### src/include/link_mon_pkg.sv
package link_mon_pkg;

  // Clock and timing
  localparam int CLK_PERIOD_NS = 10;
  localparam int MS_NS = 1000000;
  localparam int CYC_PER_MS = MS_NS / CLK_PERIOD_NS;
  localparam int LED_HALF_MS = 250;

  // Register indices
  localparam logic [15:0] ADDR_GROUP_UPPER = 16'h0030;
  localparam logic [15:0] ADDR_GROUP_LOWER = 16'h0031;
  localparam logic [15:0] ADDR_TMO_UPPER = 16'h1200;
  localparam logic [15:0] ADDR_TMO_LOWER = 16'h1201;
  localparam logic [15:0] ADDR_ERRCNT_UPPER = 16'h1202;
  localparam logic [15:0] ADDR_ERRCNT_LOWER = 16'h1203;

  // Ranges and reset values
  localparam logic [31:0] GROUP_NONE = 32'hffffffff;
  localparam logic [31:0] GROUP_MIN = 32'h00000001;
  localparam logic [31:0] GROUP_MAX = 32'h0000001f;
  localparam logic [31:0] TMO_MAX = 32'h00002710;
  localparam logic [31:0] TMO_RESET = 32'h00000000;
  localparam logic [31:0] ERRCNT_MIN = 32'h00000001;
  localparam logic [31:0] ERRCNT_MAX = 32'h0000000a;
  localparam logic [31:0] ERRCNT_RESET = 32'h00000003;
  localparam logic [7:0] BCAST_ADDR = 8'h00;
  localparam logic [3:0] RATE_SW_BAD = 4'h8;

  // Error codes
  localparam logic [7:0] ERR_SWITCH = 8'h83;
  localparam logic [7:0] ERR_TRANSMIT = 8'h84;
  localparam logic [7:0] ERR_TIMEOUT = 8'h85;
  localparam logic [7:0] ERR_UNDEFINED = 8'h88;
  localparam logic [7:0] ERR_PANEL_BUSY = 8'h89;
  localparam logic [7:0] ERR_NV_BUSY = 8'h8a;
  localparam logic [7:0] ERR_RANGE = 8'h8c;
  localparam logic [7:0] ERR_STATE = 8'h8d;

  // Exception codes
  localparam logic [7:0] EXC_FUNC = 8'h01;
  localparam logic [7:0] EXC_ADDR = 8'h02;
  localparam logic [7:0] EXC_VALUE = 8'h03;
  localparam logic [7:0] EXC_EXEC = 8'h04;

  // Slot function codes
  localparam logic [7:0] F_NONE = 8'h00;
  localparam logic [7:0] F_CW = 8'h01;
  localparam logic [7:0] F_CCW = 8'h02;
  localparam logic [7:0] F_STOP_METHOD = 8'h13;
  localparam logic [7:0] F_BRAKE_REL = 8'h14;
  localparam logic [7:0] F_PANEL_REL = 8'h1b;
  localparam logic [7:0] F_REMOTE0 = 8'h20;
  localparam logic [7:0] F_REMOTE15 = 8'h2f;
  localparam logic [7:0] F_DSEL0 = 8'h30;
  localparam logic [7:0] F_DSEL3 = 8'h33;
  localparam logic [7:0] F_TLIM_SEL = 8'h36;
  localparam logic [7:0] F_FAULT_OK = 8'h41;
  localparam logic [7:0] F_WARNING = 8'h42;
  localparam logic [7:0] F_MOTION = 8'h44;
  localparam logic [7:0] F_TLIM_FLAG = 8'h47;
  localparam logic [7:0] F_SPEED_AT = 8'h4d;
  localparam logic [7:0] F_BUSY = 8'h50;
  localparam logic [7:0] F_FAULT_2ND = 8'h51;
  localparam logic [7:0] F_MAIN_PWR = 8'h52;
  localparam logic [7:0] F_TURN_SENSE = 8'h54;

  typedef enum logic [1:0] {CAUSE_VALUE, CAUSE_PANEL, CAUSE_NV, CAUSE_STATE} exc_cause_t;

  typedef struct packed {
    logic done;
    logic err;
    logic [7:0] addr;
  } frame_t;

  typedef struct packed {
    logic wr;
    logic rd;
    logic [15:0] addr;
    logic [15:0] wdata;
  } reg_req_t;

  typedef struct packed {
    logic ack;
    logic exc;
    logic [15:0] rdata;
  } reg_rsp_t;

  typedef struct packed {
    logic valid;
    logic [7:0] code;
    exc_cause_t cause;
  } exc_in_t;

  typedef struct packed {
    logic motion;
    logic tlim;
    logic speed_at;
    logic busy;
    logic main_pwr;
    logic turn_sense;
  } drive_stat_t;

  typedef struct packed {
    logic cw;
    logic ccw;
    logic stop_method;
    logic brake_rel;
    logic panel_rel;
    logic tlim_sel;
    logic [15:0] remote;
    logic [3:0] dsel;
  } in_func_t;

endpackage : link_mon_pkg

### src/hw/link_mon.sv
`timescale 1ns/1ns
module link_mon
  import link_mon_pkg::*;
#(
  parameter int N_SLOT = 16,
  parameter int REC_DEPTH = 16,
  parameter int MS_CYCLES = CYC_PER_MS,
  parameter int LED_HALF_CYCLES = LED_HALF_MS * CYC_PER_MS
) (
  // Clock and reset
  input wire logic MCLK,
  input wire logic ARST_N,
  // Station setup and switch pin
  input wire logic [7:0] STATION_ADDR,
  input wire logic [3:0] RATE_SW,
  // Frame events from the receiver
  input wire frame_t FRAME,
  input wire exc_in_t EXC,
  // Register access from the query decoder
  input wire reg_req_t REG_REQ,
  output reg_rsp_t REG_RSP,
  // Error record read command
  input wire logic ERR_REC_RD,
  input wire logic [7:0] ERR_REC_IDX,
  output logic [7:0] ERR_REC_DATA,
  output logic [7:0] ERR_REC_COUNT,
  // Query handling
  output logic EXECUTE,
  output logic RESPOND,
  // Alarm and warning
  output logic FAULT_OK_OUT,
  output logic FAULT_LED,
  output logic MOTOR_STOP,
  output logic WARNING_OUT,
  output logic [7:0] ALARM_CODE,
  // Link slots
  input wire logic [N_SLOT-1:0][7:0] LINK_IN_SEL,
  input wire logic [N_SLOT-1:0] LINK_IN_BITS,
  input wire logic [N_SLOT-1:0][7:0] LINK_OUT_SEL,
  input wire drive_stat_t DRIVE_STAT,
  output in_func_t IN_FUNC,
  output logic [N_SLOT-1:0] LINK_OUT_BITS
);

  localparam int PW = $clog2(REC_DEPTH);

  typedef struct packed {
    logic [3:0] sw_meta;
    logic [3:0] sw_sync;
    logic [31:0] group;
    logic [15:0] group_hold;
    logic [31:0] tmo;
    logic [15:0] tmo_hold;
    logic [31:0] errcnt;
    logic [15:0] errcnt_hold;
    logic [REC_DEPTH-1:0][7:0] rec;
    logic [PW-1:0] rec_wp;
    logic [7:0] rec_cnt;
    logic [7:0] rec_data;
    logic [31:0] consec;
    logic [31:0] ms_sub;
    logic [31:0] ms_cnt;
    logic [31:0] led_cnt;
    logic warn;
    logic alarm;
    logic fault_ok;
    logic sw_logged;
    logic led;
    logic [7:0] alarm_code;
    logic execute;
    logic respond;
    reg_rsp_t rsp;
    in_func_t in_func;
    logic [N_SLOT-1:0] out_bits;
  } st_t;

  st_t s_r;
  st_t s_nxt;

  ////////////////////////////////////////////////////////////////////////////////
  // Helpers

  function automatic logic in_range(input logic [31:0] v, input logic [31:0] lo,
                                    input logic [31:0] hi);
    in_range = (v >= lo) && (v <= hi);
  endfunction : in_range

  function automatic logic [7:0] exc_log_code(input exc_in_t e);
    exc_log_code = ERR_UNDEFINED;
    if (e.code == EXC_VALUE) begin
      exc_log_code = ERR_RANGE;
    end else if (e.code == EXC_EXEC) begin
      unique case (e.cause)
        CAUSE_PANEL: exc_log_code = ERR_PANEL_BUSY;
        CAUSE_NV: exc_log_code = ERR_NV_BUSY;
        CAUSE_VALUE: exc_log_code = ERR_RANGE;
        CAUSE_STATE: exc_log_code = ERR_STATE;
      endcase
    end
  endfunction : exc_log_code

  function automatic in_func_t decode_in(input in_func_t acc, input logic [7:0] code,
                                         input logic b);
    in_func_t f;
    f = acc;
    if (code == F_CW) f.cw = f.cw | b;
    if (code == F_CCW) f.ccw = f.ccw | b;
    if (code == F_STOP_METHOD) f.stop_method = f.stop_method | b;
    if (code == F_BRAKE_REL) f.brake_rel = f.brake_rel | b;
    if (code == F_PANEL_REL) f.panel_rel = f.panel_rel | b;
    if (code == F_TLIM_SEL) f.tlim_sel = f.tlim_sel | b;
    if (code >= F_REMOTE0 && code <= F_REMOTE15) begin
      f.remote[code[3:0]] = f.remote[code[3:0]] | b;
    end
    if (code >= F_DSEL0 && code <= F_DSEL3) begin
      f.dsel[code[1:0]] = f.dsel[code[1:0]] | b;
    end
    decode_in = f;
  endfunction : decode_in

  function automatic logic out_value(input logic [7:0] code, input in_func_t f,
                                     input drive_stat_t d, input logic alarm,
                                     input logic warn);
    out_value = 1'b0;
    if (code == F_CW) out_value = f.cw;
    if (code == F_CCW) out_value = f.ccw;
    if (code == F_STOP_METHOD) out_value = f.stop_method;
    if (code == F_BRAKE_REL) out_value = f.brake_rel;
    if (code == F_PANEL_REL) out_value = f.panel_rel;
    if (code == F_TLIM_SEL) out_value = f.tlim_sel;
    if (code >= F_REMOTE0 && code <= F_REMOTE15) out_value = f.remote[code[3:0]];
    if (code >= F_DSEL0 && code <= F_DSEL3) out_value = f.dsel[code[1:0]];
    if (code == F_FAULT_OK) out_value = ~alarm;
    if (code == F_WARNING) out_value = warn;
    if (code == F_MOTION) out_value = d.motion;
    if (code == F_TLIM_FLAG) out_value = d.tlim;
    if (code == F_SPEED_AT) out_value = d.speed_at;
    if (code == F_BUSY) out_value = d.busy;
    if (code == F_FAULT_2ND) out_value = ~alarm;
    if (code == F_MAIN_PWR) out_value = d.main_pwr;
    if (code == F_TURN_SENSE) out_value = d.turn_sense;
  endfunction : out_value

  ////////////////////////////////////////////////////////////////////////////////
  // Next state

  always_comb begin
    logic good;
    logic [7:0] log_code;
    logic log_en;
    logic [31:0] wval;
    logic [PW-1:0] rd_ptr;
    in_func_t f;
    good = FRAME.done & ~FRAME.err;
    log_code = 8'h00;
    log_en = 1'b0;
    wval = 32'h00000000;
    rd_ptr = '0;
    f = '0;
    s_nxt = s_r;
    s_nxt.execute = 1'b0;
    s_nxt.respond = 1'b0;
    s_nxt.rsp = '0;

    // Two-stage synchroniser on the switch pin
    s_nxt.sw_meta = RATE_SW;
    s_nxt.sw_sync = s_r.sw_meta;

    // Addressing: child follows parent address, only own address answers
    if (good) begin
      if (FRAME.addr == STATION_ADDR) begin
        s_nxt.execute = 1'b1;
        s_nxt.respond = 1'b1;
      end else if (FRAME.addr == BCAST_ADDR) begin
        s_nxt.execute = 1'b1;
      end else if (in_range(s_r.group, GROUP_MIN, GROUP_MAX) &&
                   FRAME.addr == s_r.group[7:0]) begin
        s_nxt.execute = 1'b1;
      end
    end

    // Transmission errors, warning and error alarm
    if (FRAME.done && FRAME.err) begin
      log_en = 1'b1;
      log_code = ERR_TRANSMIT;
      s_nxt.warn = 1'b1;
      s_nxt.consec = s_r.consec + 32'h00000001;
      if (s_r.consec + 32'h00000001 >= s_r.errcnt && !s_r.alarm) begin
        s_nxt.alarm = 1'b1;
        s_nxt.alarm_code = ERR_TRANSMIT;
      end
    end else if (good) begin
      s_nxt.warn = 1'b0;
      s_nxt.consec = 32'h00000000;
    end

    // Register access; the master pairs the halves, upper first
    if (REG_REQ.wr || REG_REQ.rd) begin
      s_nxt.rsp.ack = 1'b1;
      unique case (REG_REQ.addr)
        ADDR_GROUP_UPPER: s_nxt.rsp.rdata = s_r.group[31:16];
        ADDR_GROUP_LOWER: s_nxt.rsp.rdata = s_r.group[15:0];
        ADDR_TMO_UPPER: s_nxt.rsp.rdata = s_r.tmo[31:16];
        ADDR_TMO_LOWER: s_nxt.rsp.rdata = s_r.tmo[15:0];
        ADDR_ERRCNT_UPPER: s_nxt.rsp.rdata = s_r.errcnt[31:16];
        ADDR_ERRCNT_LOWER: s_nxt.rsp.rdata = s_r.errcnt[15:0];
        default: s_nxt.rsp.exc = 1'b1;
      endcase
      if (REG_REQ.wr) begin
        s_nxt.rsp.rdata = 16'h0000;
        unique case (REG_REQ.addr)
          ADDR_GROUP_UPPER: s_nxt.group_hold = REG_REQ.wdata;
          ADDR_TMO_UPPER: s_nxt.tmo_hold = REG_REQ.wdata;
          ADDR_ERRCNT_UPPER: s_nxt.errcnt_hold = REG_REQ.wdata;
          ADDR_GROUP_LOWER: begin
            wval = {s_r.group_hold, REG_REQ.wdata};
            if (wval == GROUP_NONE || in_range(wval, GROUP_MIN, GROUP_MAX)) begin
              s_nxt.group = wval;
            end else begin
              s_nxt.rsp.exc = 1'b1;
            end
          end
          ADDR_TMO_LOWER: begin
            wval = {s_r.tmo_hold, REG_REQ.wdata};
            if (wval <= TMO_MAX) begin
              s_nxt.tmo = wval;
            end else begin
              s_nxt.rsp.exc = 1'b1;
            end
          end
          ADDR_ERRCNT_LOWER: begin
            wval = {s_r.errcnt_hold, REG_REQ.wdata};
            if (in_range(wval, ERRCNT_MIN, ERRCNT_MAX)) begin
              s_nxt.errcnt = wval;
            end else begin
              s_nxt.rsp.exc = 1'b1;
            end
          end
          default: s_nxt.rsp.exc = 1'b1;
        endcase
      end
    end
    // Exceptions from the query decoder; one log entry per cycle
    if (!log_en && EXC.valid) begin
      log_en = 1'b1;
      log_code = exc_log_code(EXC);
    end

    // Rate switch error, logged once and latched as an alarm
    if (s_r.sw_sync >= RATE_SW_BAD && !s_r.alarm) begin
      s_nxt.alarm = 1'b1;
      s_nxt.alarm_code = ERR_SWITCH;
    end
    if (!log_en && s_r.sw_sync >= RATE_SW_BAD && !s_r.sw_logged) begin
      log_en = 1'b1;
      log_code = ERR_SWITCH;
      s_nxt.sw_logged = 1'b1;
    end

    // Timeout supervision, restarted by each good frame
    if (good || s_r.tmo == TMO_RESET) begin
      s_nxt.ms_sub = 32'h00000000;
      s_nxt.ms_cnt = 32'h00000000;
    end else if (!s_r.alarm) begin
      if (s_r.ms_sub == 32'(MS_CYCLES - 1)) begin
        s_nxt.ms_sub = 32'h00000000;
        s_nxt.ms_cnt = s_r.ms_cnt + 32'h00000001;
        if (s_r.ms_cnt + 32'h00000001 >= s_r.tmo) begin
          s_nxt.alarm = 1'b1;
          s_nxt.alarm_code = ERR_TIMEOUT;
        end
      end else begin
        s_nxt.ms_sub = s_r.ms_sub + 32'h00000001;
      end
    end

    // Error record: ring buffer, newest at index 0, oldest overwritten
    if (log_en) begin
      s_nxt.rec[s_r.rec_wp] = log_code;
      s_nxt.rec_wp = s_r.rec_wp + PW'(1);
      if (s_r.rec_cnt < 8'(REC_DEPTH)) begin
        s_nxt.rec_cnt = s_r.rec_cnt + 8'h01;
      end
    end
    if (ERR_REC_RD) begin
      rd_ptr = s_r.rec_wp - PW'(1) - ERR_REC_IDX[PW-1:0];
      s_nxt.rec_data = (ERR_REC_IDX < s_r.rec_cnt) ? s_r.rec[rd_ptr] : 8'h00;
    end

    // Fault LED blinks only while an alarm stands
    if (s_r.alarm) begin
      if (s_r.led_cnt == 32'(LED_HALF_CYCLES - 1)) begin
        s_nxt.led_cnt = 32'h00000000;
        s_nxt.led = ~s_r.led;
      end else begin
        s_nxt.led_cnt = s_r.led_cnt + 32'h00000001;
      end
    end
    if (!s_r.alarm && s_nxt.alarm) begin
      s_nxt.led = 1'b1;
    end
    s_nxt.fault_ok = ~s_nxt.alarm;

    // Link slots
    for (int i = 0; i < N_SLOT; i++) begin
      f = decode_in(f, LINK_IN_SEL[i], LINK_IN_BITS[i]);
    end
    s_nxt.in_func = f;
    for (int i = 0; i < N_SLOT; i++) begin
      s_nxt.out_bits[i] = out_value(LINK_OUT_SEL[i], f, DRIVE_STAT, s_nxt.alarm,
                                    s_nxt.warn);
    end
  end

  ////////////////////////////////////////////////////////////////////////////////
  // State register; reset is power-up, so nothing survives it

  always_ff @(posedge MCLK or negedge ARST_N) begin
    if (!ARST_N) begin
      s_r <= '0;
      s_r.group <= GROUP_NONE;
      s_r.tmo <= TMO_RESET;
      s_r.errcnt <= ERRCNT_RESET;
      s_r.fault_ok <= 1'b1;
    end else begin
      s_r <= s_nxt;
    end
  end

  ////////////////////////////////////////////////////////////////////////////////
  // Outputs, all straight from the state register

  assign REG_RSP = s_r.rsp;
  assign ERR_REC_DATA = s_r.rec_data;
  assign ERR_REC_COUNT = s_r.rec_cnt;
  assign EXECUTE = s_r.execute;
  assign RESPOND = s_r.respond;
  assign FAULT_OK_OUT = s_r.fault_ok;
  assign MOTOR_STOP = s_r.alarm;
  assign FAULT_LED = s_r.led;
  assign WARNING_OUT = s_r.warn;
  assign ALARM_CODE = s_r.alarm_code;
  assign IN_FUNC = s_r.in_func;
  assign LINK_OUT_BITS = s_r.out_bits;

endmodule : link_mon

### config.mk
export PLATFORM = sky130hd
export DESIGN_NAME = link_mon
export DESIGN_NICKNAME = d
export VERILOG_FILES = /design/src/include/link_mon_pkg.sv /design/src/hw/link_mon.sv
export SDC_FILE = /design/constraint.sdc
export NUM_CORES = 2
export LEC_CHECK = 0
export ABC_CLOCK_PERIOD_IN_PS = 10940
export BUFFER_PORTS_ARGS = -buffer_cell sky130_fd_sc_hd__buf_2
export CORE_MARGIN = 10
export CORE_UTILIZATION = 50
export CTS_CLUSTER_SIZE = 28
export DETAILED_ROUTE_END_ITERATION = 10
export HOLD_SLACK_MARGIN = 0.05
export PLACE_DENSITY = 0.76
export SETUP_SLACK_MARGIN = 0.5
export SLEW_MARGIN = 40
export SYNTH_ARGS = -nofsm -noshare
export SYNTH_HDL_FRONTEND = slang
export SYNTH_SLANG_ARGS = --single-unit
### constraint.sdc
create_clock -name MCLK -period 10.94 [get_ports MCLK]
set_input_delay 1.094 -clock MCLK [delete_from_list [all_inputs] [get_ports MCLK]]
set_output_delay 1.094 -clock MCLK [all_outputs]
set_load 0.005 [all_outputs]
==> out/metrics.yaml <==
outcome:
  status: "complete, but fails checks"
  violations: "negative setup slack"
sta:
  fin_crit_ps: 12620
  slew_headroom_pct: 35.99
  tightest_slew_ps: 956.7
  whs_ps: 356.4
  setup-violations-final: 32
  fin_setup_tns_ps: -36300
  clock-skew-final_ps: 38.48
  fin_crit_sh_pct: 115.4
  drv_slew: 0
  max_freq_ghz: 0.07924
  grt_setup_unrepaired: "true"
  hold_viol_final: 0
  finalWorstSetupSlack_ps: -1680
die:
  rows: 105
  core-area_um2: 82500
  ios: 446
  dieWidth_um: 309.0
  die_y_um: 309.0
  start_util_pct: 50.62
  dieArea_um2: 95490
worst_hold_path:
  hold_start: "s_nxt[498]"
  hold-path-endpoint: "s_r[498]"
  worst_hold_path_type: "flop to flop"
  min_path_cells: 0
critical_path:
  cpMaxStageDelayCell: "or4b_4"
  cp_max_fo: 6
  arrival_ps: 13110
  rrSetupSlack_ps: 2710
  cp-startpoint: "LINK_IN_SEL[15]"
  r2r_start: "s_r[171]"
  crit_path_end_kind: "flop"
  cp-start-kind: "input port"
  crit_path_frequent_cell: "buf_6"
  worstSetupPathType: "input port to flop"
  rr_worst_depth: 42
  critPathRequiredTime_ps: 11430
  reg2reg_to: "LINK_OUT_BITS[4]"
  max_stage_delay_ps: 630
place:
  io_buffers: 439
  finalWeightedCongestion: 1.054
  placed_area_um2: 49270
  placedCellCount: 7217
  pre_cts_ws_ps: -2604
  dpl.hpwl_um: 138600
cells_and_area:
  finalNonFillerCells: 7426
  nNetsFinal: 6739
  final_core_util_pct: 64.04
  final_cell_area_um2: 52840
  ff_latch_area_um2: 11200
  layout-drive-gt1-share_pct: 27.83
  n_fill_cell: 7055
  area_delta_synth_final_pct: 26.50
  multiInputGateArea_um2: 29450
power:
  cellPowerDensity_nw_per_um2: 94.13
  peakVddDrop_mv: 0.1250
  p_total_mw: 4.974
  p_leak_nw: 23.17
drt:
  drtPass1Iterations: 7
  drt_wl_total_um: 181700
  wl_per_cell_um: 24.47
  vias: 49260
  viasPerCell: 6.634
  first_iter_violations: 6574
  remaining_drc_errors: 0
  antenna_left: 0
synthesis:
  yosysSeqAreaShare_pct: 26.83
  syn_avg_cell_area_um2: 7.717
  synth-main-ff-cell: "dfrtp_1"
  synth_warnings: 0
  synth_edf_count: 0
  syn_inst: 5412
  synth_async_sr_flop_share_pct: 100.0
  syn_area_um2: 41770
  ys_ff_latch: 446
  ys_types: 115
global_routing:
  grt_use_met2_pct: 56.58
  track_usage_pct: 36.12
  grt_max_degree: 158
  grtUsageMet3_pct: 8.157
  first_global_vias: 46990
  grt_pass1_wl_um: 273500
  grt-ovfl-total: 0
  grt_most_used_layer: "met2"
  use_met1_pct: 46.39
  antenna_found_initial: 35
clock_network:
  clock_latency_ps: 620
  cts_tree: "yes"
  cts_root_buf: "clkbuf_16"
  cts_max_level: 2
  clk_pin_slew_worst_paths_ps: 80
  cts_buffers: 46
  holdBufCountCts: 0
  cts_buffer_depth: 3
  clock-sinks: 446
job:
  maxCapViolCount: 0
[final cells by class]
type,count,share of cell area [%]
antenna,25,0.1184
clock buffer,67,2.498
clock inverter,16,0.2818
inverter,184,1.321
multi-input combinational,4389,55.74
sequential,446,21.21
tap,1070,2.534
timing repair buffer,1228,16.28
timing repair inverter,1,0.01658
[layer usage]
metal | share of wire, % | wire length (um)
met1 | 38 | 69350
met2 | 45 | 81480
met3 | 11 | 20360
met4 | 5.7 | 10370
met5 | 0.086 | 156
[repair_timing]
item,CTS,global route
setup endpoints to repair,32,32
gates resized for setup,140,102
pin swaps,74,40
gates cloned,4,1
endpoints found under the hold margin,0,0
buffers inserted,59,35
[layout by cell type (no fill, tap or decap), types with 48 or more instances in the layout]
cell      count
nand3_1     223
and2_1       48
o21ai_0     280
nand2b_1    107
ha_1         86
mux2_2       79
a21oi_1     220
o22ai_1      52
xnor2_1      80
buf_4       720
nor3_1      179
buf_2       434
a31oi_1     101
nor4_1       99
dfrtp_1     411
nand4_1     104
nand2_1     697
and3_1       91
buf_6        53
mux2i_1     106
mux4_2       84
nor2b_1     100
xor2_1       66
inv_1       174
nor2_1      589
[power by group]
part	leakage [nW]	switching, mW	internal, mW
Combinational	16.8	0.888	0.619
Clock	0.709	0.699	0.866
Sequential	5.67	0.111	1.79
[worst max path at each step]
| stage | to |
|---|---|
| floorplan | LINK_OUT_BITS[4] |
| global placement | LINK_OUT_BITS[10] |
| detailed placement | LINK_OUT_BITS[8] |
| CTS | LINK_OUT_BITS[3] |
| global route | LINK_OUT_BITS[3] |
| finish | LINK_OUT_BITS[3] |
[sequential cells by signal, indices dropped and copies added, names as in the netlist]
name	cells
WARNING_OUT	1
EXECUTE	1
s_nxt	1
ALARM_CODE	8
MOTOR_STOP	1
FAULT_LED	1
LINK_OUT_BITS	16
IN_FUNC	26
REG_RSP	18
s_r	358
RESPOND	1
ERR_REC_COUNT	8
FAULT_OK_OUT	1
ERR_REC_DATA	5
[critical path, delay by kind of cell]
family                 cells  cell delay (ps)
muxes                      1              480
AOI/OAI and AO/OA         24             5540
buffers and inverters     11             1620
and+or+nand+nor           14             4330
[cells by family after synthesis]
group                      after synthesis  synth area share, %
muxes                                  274                9.332
adders and majority gates               87                2.624
xor gates and xnor gates               147                3.083
DFF                                    446                26.83
and+or+nand+nor                       2513                29.54
AOI/OAI and AO/OA                     1362                22.55
other                                    1             0.008979
buffers and inverters                  582                6.036
[cells in the mapped netlist, types with 21 or more instances]
library cell,count,area [um^2]
a21oi_1,233,1166
dfrtp_1,411,10280
o2bb2ai_1,22,192.7
or3_1,39,244.0
inv_1,175,656.9
a21o_1,40,300.3
clkbuf_1,288,1081
o41ai_1,22,192.7
o221ai_1,21,183.9
a32o_1,28,280.3
and2_1,48,300.3
o211ai_1,37,277.8
a22o_1,21,183.9
nor2b_1,101,631.9
mux4_2,84,1892
nand2_1,705,2646
xnor2_1,80,700.7
a311oi_1,23,201.4
dfstp_2,35,919.6
buf_4,87,653.1
nor2_1,595,2233
or2_2,34,212.7
a41oi_1,23,201.4
a211oi_1,50,375.4
a31oi_1,110,688.2
nand2b_1,107,669.4
nand3_1,228,1141
nor4b_1,23,201.4
a22oi_1,43,322.8
o22ai_1,53,331.6
ha_1,86,1076
nand4_1,104,650.6
mux2_2,83,934.7
o32ai_1,31,271.5
nand3b_1,26,195.2
o31ai_1,47,352.8
nor3_1,192,960.9
xor2_1,67,586.8
mux2i_1,107,1071
nor3b_1,30,225.2
and3_1,91,569.3
nor4_1,108,675.7
o21ai_0,294,1471
Note: power is estimated with default switching activity, not from simulation.
